### src/shared/mcar_defs.svh
// Offsets, field positions, reset values and decode limits of the block.
`ifndef MCAR_DEFS_SVH
`define MCAR_DEFS_SVH

// ----------------------------------------------------------------------
// Register offsets
// ----------------------------------------------------------------------
`define MCAR_OFF_REMAP    8'h00
`define MCAR_OFF_STATUS   8'h04
`define MCAR_OFF_ABTADDR  8'h08
`define MCAR_OFF_PRIO     8'h0C
`define MCAR_OFF_IRQSTAT  8'h80
`define MCAR_OFF_IRQMASK  8'h84

// ----------------------------------------------------------------------
// Field positions
// ----------------------------------------------------------------------
`define MCAR_REMAP_BIT    0
`define MCAR_UND_BIT      0
`define MCAR_MIS_BIT      1
`define MCAR_SIZE_LSB     8
`define MCAR_TYPE_LSB     10
`define MCAR_LAST_LSB     16
`define MCAR_STICKY_LSB   24
`define MCAR_PRIO_STRIDE  4

// ----------------------------------------------------------------------
// Reset values
// ----------------------------------------------------------------------
`define MCAR_STATUS_RST   32'h0000_0000
`define MCAR_ABTADDR_RST  32'h0000_0000
`define MCAR_PRIO_RST     32'h0000_3210
`define MCAR_IRQ_RST      4'h0

// ----------------------------------------------------------------------
// Address decode
// ----------------------------------------------------------------------
`define MCAR_INT_AREA_MSB 31
`define MCAR_INT_AREA_LSB 28
`define MCAR_UNDEF_MSB    27
`define MCAR_UNDEF_LSB    22
`define MCAR_AREA0_MSB    31
`define MCAR_AREA0_LSB    20
`define MCAR_SRAM_BASE    32'h0020_0000

`endif

### src/shared/mcar_pkg.sv
// Types shared by the abort and remap register block.
package mcar_pkg;

  // --------------------------------------------------------------------
  // Access size and kind encodings
  // --------------------------------------------------------------------
  typedef enum logic [1:0] {
    MCAR_SZ_BYTE = 2'b00,
    MCAR_SZ_HALF = 2'b01,
    MCAR_SZ_WORD = 2'b10,
    MCAR_SZ_RSVD = 2'b11
  } mcar_size_e;

  typedef enum logic [1:0] {
    MCAR_TY_READ  = 2'b00,
    MCAR_TY_WRITE = 2'b01,
    MCAR_TY_FETCH = 2'b10,
    MCAR_TY_RSVD  = 2'b11
  } mcar_type_e;

  typedef logic [31:0] mcar_word_t;

endpackage : mcar_pkg

### src/core/mcar_arbiter.sv
// Fixed-priority arbiter with programmable ranks.
`timescale 1ns/1ps
module mcar_arbiter
  import mcar_pkg::*;
#(
  parameter int NM = 4,
  parameter int PW = 3,
  parameter int IW = 2
) (
  // Requests and ranks
  input  wire logic [NM-1:0]         req,
  input  wire logic [NM-1:0][PW-1:0] prio,
  // Winner
  output logic                       winValid,
  output logic      [IW-1:0]         winIdx
);

  logic [PW-1:0] best;

  // --------------------------------------------------------------------
  // Highest rank wins; the downward scan lets the lower index take ties.
  // --------------------------------------------------------------------
  always_comb begin
    winValid = 1'b0;
    winIdx   = '0;
    best     = '0;
    for (int i = NM - 1; i >= 0; i--) begin
      if (req[i] && (!winValid || prio[i] >= best)) begin
        winValid = 1'b1;
        winIdx   = IW'(i);
        best     = prio[i];
      end
    end
  end

endmodule : mcar_arbiter

### src/core/mcar_regs.sv
// Memory controller remap, abort capture and arbitration registers.
//
// Decided for this implementation: register access over Avalon-MM.
`timescale 1ns/1ps
`include "mcar_defs.svh"
module mcar_regs
  import mcar_pkg::*;
#(
  parameter int NM = 4,
  parameter int PW = 3,
  parameter int IW = 2
) (
  // Clock and reset
  input  wire logic                  mclk,
  input  wire logic                  resetn,
  // Avalon-MM register slave
  input  wire logic [7:0]            avs_address,
  input  wire logic                  avs_read,
  input  wire logic                  avs_write,
  input  wire logic [31:0]           avs_writedata,
  input  wire logic [3:0]            avs_byteenable,
  output logic      [31:0]           avs_readdata,
  output logic                       avs_waitrequest,
  // Master requests
  input  wire logic [NM-1:0]         mstReq,
  input  wire logic [NM-1:0][31:0]   mstAddr,
  input  wire logic [NM-1:0][1:0]    mstSize,
  input  wire logic [NM-1:0][1:0]    mstType,
  // Granted access
  output logic                       busGrantValid,
  output logic      [IW-1:0]         busGrantMaster,
  output logic      [31:0]           busAddr,
  output logic      [1:0]            busSize,
  output logic      [1:0]            busType,
  // Abort broadcast and state
  output logic                       abortPulse,
  output logic      [IW-1:0]         abortMaster,
  output logic                       remapActive,
  output logic                       irq
);

  // --------------------------------------------------------------------
  // State
  // --------------------------------------------------------------------
  logic [NM-1:0][PW-1:0] prio;
  logic [NM-1:0][PW-1:0] next_prio;
  logic                  next_remapActive;
  logic                  undFlag;
  logic                  next_undFlag;
  logic                  misFlag;
  logic                  next_misFlag;
  logic [1:0]            abtSize;
  logic [1:0]            next_abtSize;
  logic [1:0]            abtType;
  logic [1:0]            next_abtType;
  logic [NM-1:0]         lastSrc;
  logic [NM-1:0]         next_lastSrc;
  logic [NM-1:0]         sticky;
  logic [NM-1:0]         next_sticky;
  logic                  sinceRead;
  logic                  next_sinceRead;
  mcar_word_t            abtAddr;
  mcar_word_t            next_abtAddr;
  logic [NM-1:0]         irqStat;
  logic [NM-1:0]         next_irqStat;
  logic [NM-1:0]         irqMask;
  logic [NM-1:0]         next_irqMask;
  logic                  next_irq;
  logic [31:0]           next_readdata;
  logic                  next_waitrequest;
  logic                  next_grantValid;
  logic [IW-1:0]         next_grantMaster;
  logic [31:0]           next_busAddr;
  logic [1:0]            next_busSize;
  logic [1:0]            next_busType;
  logic                  next_abortPulse;
  logic [IW-1:0]         next_abortMaster;

  logic                  winValid;
  logic [IW-1:0]         winIdx;
  logic [31:0]           selAddr;
  logic [1:0]            selSize;
  logic [1:0]            selType;
  logic                  isUndef;
  logic                  isMis;
  logic                  doAbort;
  logic [NM-1:0]         winOneHot;
  logic                  wrDone;
  logic                  rdDone;
  logic [31:0]           wmask;
  logic [31:0]           wval;

  // --------------------------------------------------------------------
  // Arbitration
  // --------------------------------------------------------------------
  mcar_arbiter #(
    .NM (NM),
    .PW (PW),
    .IW (IW)
  ) uArb (
    .req      (mstReq),
    .prio     (prio),
    .winValid (winValid),
    .winIdx   (winIdx)
  );

  // --------------------------------------------------------------------
  // Access checks
  // --------------------------------------------------------------------
  always_comb begin
    selAddr   = mstAddr[winIdx];
    selSize   = mstSize[winIdx];
    selType   = mstType[winIdx];
    winOneHot = '0;
    winOneHot[winIdx] = 1'b1;
    isUndef = (selAddr[`MCAR_INT_AREA_MSB:`MCAR_INT_AREA_LSB] == 4'h0)
      && (selAddr[`MCAR_UNDEF_MSB:`MCAR_UNDEF_LSB] != 6'h00);
    isMis = 1'b0;
    if (selType != MCAR_TY_FETCH) begin
      if (selSize == MCAR_SZ_WORD) begin
        isMis = (selAddr[1:0] != 2'h0);
      end else if (selSize == MCAR_SZ_HALF) begin
        isMis = selAddr[0];
      end
    end
    doAbort = winValid && (isUndef || isMis);
  end

  // --------------------------------------------------------------------
  // Granted access and abort broadcast
  // --------------------------------------------------------------------
  always_comb begin
    next_grantValid  = winValid && !doAbort;
    next_grantMaster = winIdx;
    next_busSize     = selSize;
    next_busType     = selType;
    next_busAddr     = selAddr;
    if (remapActive && selAddr[`MCAR_AREA0_MSB:`MCAR_AREA0_LSB] == 12'h000)
    begin
      next_busAddr = selAddr | `MCAR_SRAM_BASE;
    end
    next_abortPulse  = doAbort;
    next_abortMaster = winIdx;
  end

  always_ff @(posedge mclk) begin
    if (!resetn) begin
      busGrantValid  <= 1'b0;
      busGrantMaster <= '0;
      busAddr        <= 32'h0000_0000;
      busSize        <= 2'h0;
      busType        <= 2'h0;
      abortPulse     <= 1'b0;
      abortMaster    <= '0;
    end else begin
      busGrantValid  <= next_grantValid;
      busGrantMaster <= next_grantMaster;
      busAddr        <= next_busAddr;
      busSize        <= next_busSize;
      busType        <= next_busType;
      abortPulse     <= next_abortPulse;
      abortMaster    <= next_abortMaster;
    end
  end

  // --------------------------------------------------------------------
  // Bus handshake and read data
  // --------------------------------------------------------------------
  always_comb begin
    next_waitrequest = !((avs_read || avs_write) && avs_waitrequest);
    wrDone = avs_write && !avs_waitrequest;
    rdDone = avs_read && !avs_waitrequest;
    for (int b = 0; b < 4; b++) begin
      wmask[b*8 +: 8] = {8{avs_byteenable[b]}};
    end
    wval = avs_writedata & wmask;
    next_readdata = 32'h0000_0000;
    if (avs_read && avs_waitrequest) begin
      case (avs_address)
        `MCAR_OFF_STATUS: begin
          next_readdata[`MCAR_UND_BIT] = undFlag;
          next_readdata[`MCAR_MIS_BIT] = misFlag;
          next_readdata[`MCAR_SIZE_LSB +: 2] = abtSize;
          next_readdata[`MCAR_TYPE_LSB +: 2] = abtType;
          next_readdata[`MCAR_LAST_LSB +: NM] = lastSrc;
          next_readdata[`MCAR_STICKY_LSB +: NM] = sticky;
        end
        `MCAR_OFF_ABTADDR: begin
          next_readdata = abtAddr;
        end
        `MCAR_OFF_PRIO: begin
          for (int i = 0; i < NM; i++) begin
            next_readdata[i*`MCAR_PRIO_STRIDE +: PW] = prio[i];
          end
        end
        `MCAR_OFF_IRQSTAT: begin
          next_readdata[NM-1:0] = irqStat;
        end
        `MCAR_OFF_IRQMASK: begin
          next_readdata[NM-1:0] = irqMask;
        end
        default: begin
          next_readdata = 32'h0000_0000;
        end
      endcase
    end
  end

  always_ff @(posedge mclk) begin
    if (!resetn) begin
      avs_waitrequest <= 1'b1;
      avs_readdata    <= 32'h0000_0000;
    end else begin
      avs_waitrequest <= next_waitrequest;
      avs_readdata    <= next_readdata;
    end
  end

  // --------------------------------------------------------------------
  // Remap toggle and priority register
  // --------------------------------------------------------------------
  always_comb begin
    next_remapActive = remapActive;
    next_prio        = prio;
    if (wrDone && avs_address == `MCAR_OFF_REMAP
        && wval[`MCAR_REMAP_BIT]) begin
      next_remapActive = !remapActive;
    end
    if (wrDone && avs_address == `MCAR_OFF_PRIO) begin
      for (int i = 0; i < NM; i++) begin
        if (avs_byteenable[(i*`MCAR_PRIO_STRIDE)/8]) begin
          next_prio[i] = avs_writedata[i*`MCAR_PRIO_STRIDE +: PW];
        end
      end
    end
  end

  always_ff @(posedge mclk) begin
    if (!resetn) begin
      remapActive <= 1'b0;
      for (int i = 0; i < NM; i++) begin
        prio[i] <= PW'(`MCAR_PRIO_RST >> (i * `MCAR_PRIO_STRIDE));
      end
    end else begin
      remapActive <= next_remapActive;
      prio        <= next_prio;
    end
  end

  // --------------------------------------------------------------------
  // Abort capture
  // --------------------------------------------------------------------
  always_comb begin
    next_undFlag   = undFlag;
    next_misFlag   = misFlag;
    next_abtSize   = abtSize;
    next_abtType   = abtType;
    next_lastSrc   = lastSrc;
    next_abtAddr   = abtAddr;
    next_sinceRead = sinceRead;
    next_sticky    = sticky;
    if (rdDone && avs_address == `MCAR_OFF_STATUS) begin
      next_sticky    = sticky & ~avs_readdata[`MCAR_STICKY_LSB +: NM];
      next_sinceRead = 1'b0;
    end
    if (doAbort) begin
      next_undFlag   = isUndef;
      next_misFlag   = isMis;
      next_abtSize   = selSize;
      next_abtType   = selType;
      next_lastSrc   = winOneHot;
      next_abtAddr   = selAddr;
      next_sinceRead = 1'b1;
      if (sinceRead) begin
        next_sticky = next_sticky | lastSrc;
      end
    end
  end

  always_ff @(posedge mclk) begin
    if (!resetn) begin
      undFlag   <= 1'b0;
      misFlag   <= 1'b0;
      abtSize   <= 2'h0;
      abtType   <= 2'h0;
      lastSrc   <= '0;
      sticky    <= '0;
      sinceRead <= 1'b0;
      abtAddr   <= `MCAR_ABTADDR_RST;
    end else begin
      undFlag   <= next_undFlag;
      misFlag   <= next_misFlag;
      abtSize   <= next_abtSize;
      abtType   <= next_abtType;
      lastSrc   <= next_lastSrc;
      sticky    <= next_sticky;
      sinceRead <= next_sinceRead;
      abtAddr   <= next_abtAddr;
    end
  end

  // --------------------------------------------------------------------
  // Interrupt status, mask and output
  // --------------------------------------------------------------------
  always_comb begin
    next_irqStat = irqStat;
    next_irqMask = irqMask;
    if (wrDone && avs_address == `MCAR_OFF_IRQSTAT) begin
      next_irqStat = irqStat & ~wval[NM-1:0];
    end
    if (wrDone && avs_address == `MCAR_OFF_IRQMASK && avs_byteenable[0]) begin
      next_irqMask = avs_writedata[NM-1:0];
    end
    if (doAbort) begin
      next_irqStat = next_irqStat | winOneHot;
    end
    next_irq = |(next_irqStat & next_irqMask);
  end

  always_ff @(posedge mclk) begin
    if (!resetn) begin
      irqStat <= `MCAR_IRQ_RST;
      irqMask <= `MCAR_IRQ_RST;
      irq     <= 1'b0;
    end else begin
      irqStat <= next_irqStat;
      irqMask <= next_irqMask;
      irq     <= next_irq;
    end
  end

endmodule : mcar_regs

### config.mk
export PLATFORM = sky130hd
export DESIGN_NAME = mcar_regs
export DESIGN_NICKNAME = d
export VERILOG_FILES = /design/src/shared/mcar_pkg.sv /design/src/core/mcar_arbiter.sv /design/src/core/mcar_regs.sv
export VERILOG_INCLUDE_DIRS = /design/src /design/src/shared
export SDC_FILE = /design/constraint.sdc
export NUM_CORES = 1
export LEC_CHECK = 0
export BUFFER_PORTS_ARGS = -buffer_cell sky130_fd_sc_hd__buf_4
export CORE_UTILIZATION = 48
export DETAILED_ROUTE_END_ITERATION = 8
export PLACE_DENSITY = 0.77
export SLEW_MARGIN = 20
export SYNTH_ARGS = -nofsm -noshare
export SYNTH_HDL_FRONTEND = slang
export SYNTH_SLANG_ARGS = --single-unit
### constraint.sdc
create_clock -name mclk -period 7.7 [get_ports mclk]
set_input_delay 0.385 -clock mclk [delete_from_list [all_inputs] [get_ports mclk]]
set_output_delay 0.385 -clock mclk [all_outputs]
set_load 0.02 [all_outputs]
==> reports/metrics.cfg <==
[route]
wl_per_cell_um=20.4
drt_iter0_drc=610
dr.pass1.iters=5
drc=0
via_per_inst=5.79
wirelength_mm=22.6
final_antenna_net_count=0
num_vias=6394

[sta]
rsz0062_at_grt=no
fmax_mhz=147
max-slew-margin-rel_pct=29.3
hold_violations=0
maxSlewViolCount=0
setup_viol=0
worst_slew_pin_slew_ns=1.05
period_minus_slack_ns=6.80
finalCritPeriodShare_pct=88.4
finalClockSkew_ns=0.00959
finalSetupTns_ns=0

[critical_path]
path_cells=inv_1 -> ha_1 -> nand2b_1 -> a211oi_1 -> nor2_1 -> mux2_2 -> ha_1 -> nand2b_4 -> a2111oi_4 -> nor2_1 -> mux2_2 -> ha_1 -> nand2_1 -> o21ai_1 -> a21o_1 -> buf_4 -> a22oi_1 -> o21ai_0 -> nor4_1 -> nor3b_4 -> buf_12 -> nor2_4 -> mux2i_1
critPathArrivalTime_ns=7.15
endpoint_kind=register
worst_ep_required_time_ns=8.04
crit_path_max_fanout=52
critical_path_class=reg -> reg
start_kind=register
crit_path_frequent_cell=ha_1
slowest_stage=a21o_1
max_stage_delay_ns=0.76

[placed_design]
numPortBuffers=251
post-dp-hpwl_mm=17.1
placed_cell_area_um2=8360
gp_congestion=0.975

[clocking]
htree_levels=4
cts.sinks=142
postCtsHoldBufs=0
cts_setup_buffers=0
cts_resized=0
cts.path.max_buffers=2
cts_buffers=17
cts.clk_slew.worst_paths_ns=0.06
clock_latency_ns=0.43
cts_tree=built
cts_root_buf=clkbuf_16

[finish]
drive_gt1_share_pct=35.8
area_delta_synth_final_pct=40.7
insertedDiodeCount=0
nNetsFinal=1124
fin_area_um2=8980

[pwr]
power.density_nw_per_um2=239
intPower_mw=1.52
switchingPower_mw=0.623
p_seq_share_pct=39.3
ir_drop_mv=0.178
swShare_pct=29.1
p_comb_share_pct=21.1
pwr-share-clk_pct=39.5
leakage_nw=3.88

[die]
fp.coreArea_um2=12800
io_pins=273
start_util_pct=50.0
die_area_um2=13800
fp.dieH_um=117
die_x_um=117
row_count=41

[synthesis]
ys_seq_area_share_pct=44.5
synth_area_per_cell_um2=9.24
syn_area_um2=6380
synth_edf_count=0
yosys.area.top_type=dfxtp_1
syn-num-nets=896
synthTopCellsByArea=dfxtp_1 45%, mux2i_1 5.0%, nand2_1 4.8%, o31ai_1 3.9%, mux2_2 3.7%
postSynth.asyncResetShare_pct=0
synthFlopType=dfxtp_1
yosys.cell_types.count=61
yosysWarnings=0
syn_inst=691
synth_seq_cells=142
synth_top_area_share_pct=44.5

[grt]
grt_max_degree=75
grt_usage_pct=32.5
gr-total-overflow=0
first_global_vias=6292
grt_pass1_wl_mm=34.3
antenna_found_initial=0

[hold_path]
hold_class=in -> reg

[run_status]
outcome=finished clean

[flow_run]
drv_cap=0

[per-layer routing]
metal | global-route usage (%) | vias up | routed length [um]
met5 | 0 | - | 0
met4 | 15.5 | 0 | 749
met3 | 6.71 | 44 | 1640
met2 | 55.2 | 303 | 11000
met1 | 39.2 | 3059 | 9230
li1 | - | 2988 | -
[cells in the mapped netlist, types with 3 or more instances]
cell type  count
clkbuf_1      31
buf_1          4
mux2i_1       32
buf_4          6
a222oi_1      22
o22ai_1        3
o21ai_1       33
o31ai_1       33
mux2_2        21
o31ai_2        3
a211oi_1       3
nand3_1       11
a21o_1         4
nor3_1         9
and2_1        24
ha_1           9
inv_1         10
a32oi_1        3
nor2_1        56
a21oi_1       18
buf_2          7
or2_2          3
dfxtp_1      142
nand2_1       82
nor2b_1        8
nand2b_1       3
nor4_1         3
o21ai_0       30
a22o_1        21
buf_6          5
a22oi_1       16
[registers in the layout (all words and copies together) (netlist names)]
name	count
lastSrc	4
busGrantValid	1
abtAddr	32
abtType	2
abortPulse	1
abortMaster	2
busSize	2
sticky	4
remapActive	1
irqStat	4
busAddr	32
busType	2
abtSize	2
avs_waitrequest	1
irqMask	4
misFlag	1
sinceRead	1
prio	12
irq	1
undFlag	1
avs_readdata	32
[power groups by stage]
stage	Sequential, mW	Clock, mW	Combinational (mW)
floorplan	0.873	0	0.232
global placement	0.856	0	0.438
global route	0.849	0.885	0.483
CTS	0.843	0.849	0.450
finish	0.843	0.847	0.453
detailed placement	0.857	0	0.447
[metrics by stage]
stage / setup slack, ns / hold slack [ns] / power [mW] / utilization, % / cells
5_1_grt: 0.484 / 0.164 / 2.22 / 70.3 / 1104
3_3_place_gp: 0.903 / 0.440 / 1.29 / 65.5 / 1072
3_5_place_dp: 0.775 / 0.442 / 1.30 / 65.5 / 1072
6_report: 0.896 / 0.163 / 2.14 / 70.3 / 1104
4_1_cts: 0.971 / 0.157 / 2.14 / 70.2 / 1104
2_1_floorplan: 2.02 / 0.428 / 1.10 / - / 691
[final cells by class]
type	count	area [um2]
tap	172	215
fill	1029	3800
multi-input combinational	486	3280
timing repair buffer	262	1990
inverter	10	37.5
sequential	142	2840
clock inverter	11	158
clock buffer	21	450
[worst max-delay path, delay by kind of cell (launching register included)]
kind | cells | cell delay (ns)
flip-flops | 1 | 0.42
AND/OR/NAND/NOR | 8 | 1.68
buffers and inverters | 3 | 0.68
AO/OA/AOI/OAI | 6 | 2.08
multiplexers | 3 | 0.98
adder cells (fa/ha/maj) | 3 | 0.84
[placed cells by master, fill, tap and decap left out, drive strengths merged, types with 2 or more instances in the layout]
| master | Yosys | layout |
|---|---|---|
| buf | 22 | 262 |
| dfxtp | 142 | 142 |
| nand2 | 83 | 83 |
| o21ai | 63 | 63 |
| nor2 | 58 | 58 |
| o31ai | 36 | 36 |
| mux2i | 32 | 32 |
| and2 | 24 | 24 |
| a222oi | 22 | 22 |
| mux2 | 21 | 21 |
| a22o | 21 | 21 |
| clkbuf | 31 | 21 |
| a21oi | 18 | 18 |
| a22oi | 16 | 16 |
| inv | 10 | 13 |
| nand3 | 11 | 11 |
| ha | 9 | 9 |
| nor3 | 9 | 9 |
| nor2b | 8 | 8 |
| nand2b | 5 | 5 |
| nor4 | 5 | 5 |
| a21o | 4 | 4 |
| clkinv | 0 | 4 |
| a32oi | 3 | 3 |
| or2 | 3 | 3 |
| o22ai | 3 | 3 |
| bufinv | 0 | 3 |
| a211oi | 3 | 3 |
| a221oi | 3 | 3 |
| a221o | 2 | 2 |
| nand3b | 2 | 2 |
| xor2 | 2 | 2 |
| nand4 | 2 | 2 |
| a2111oi | 2 | 2 |
| nor3b | 2 | 2 |
[logic make-up after synthesis]
kind of cell / synth area share (%)
XOR/XNOR: 0.275
AO/OA/AOI/OAI: 23.4
AND/OR/NAND/NOR: 16.5
flip-flops: 44.5
multiplexers: 8.72
adder cells (fa/ha/maj): 1.76
buffers and inverters: 4.78
[path summary, 6_finish.rpt]
kind	cells past startpoint	slack [ns]	endpoint	startpoint
max	23	0.90	lastSrc[1]	prio[6]
min	2	0.16	avs_waitrequest	avs_write
max reg2reg	23	0.90	lastSrc[1]	prio[6]
min reg2reg	2	0.45	abtAddr[28]	abtAddr[28]
Note: power is estimated with default switching activity, not from simulation.
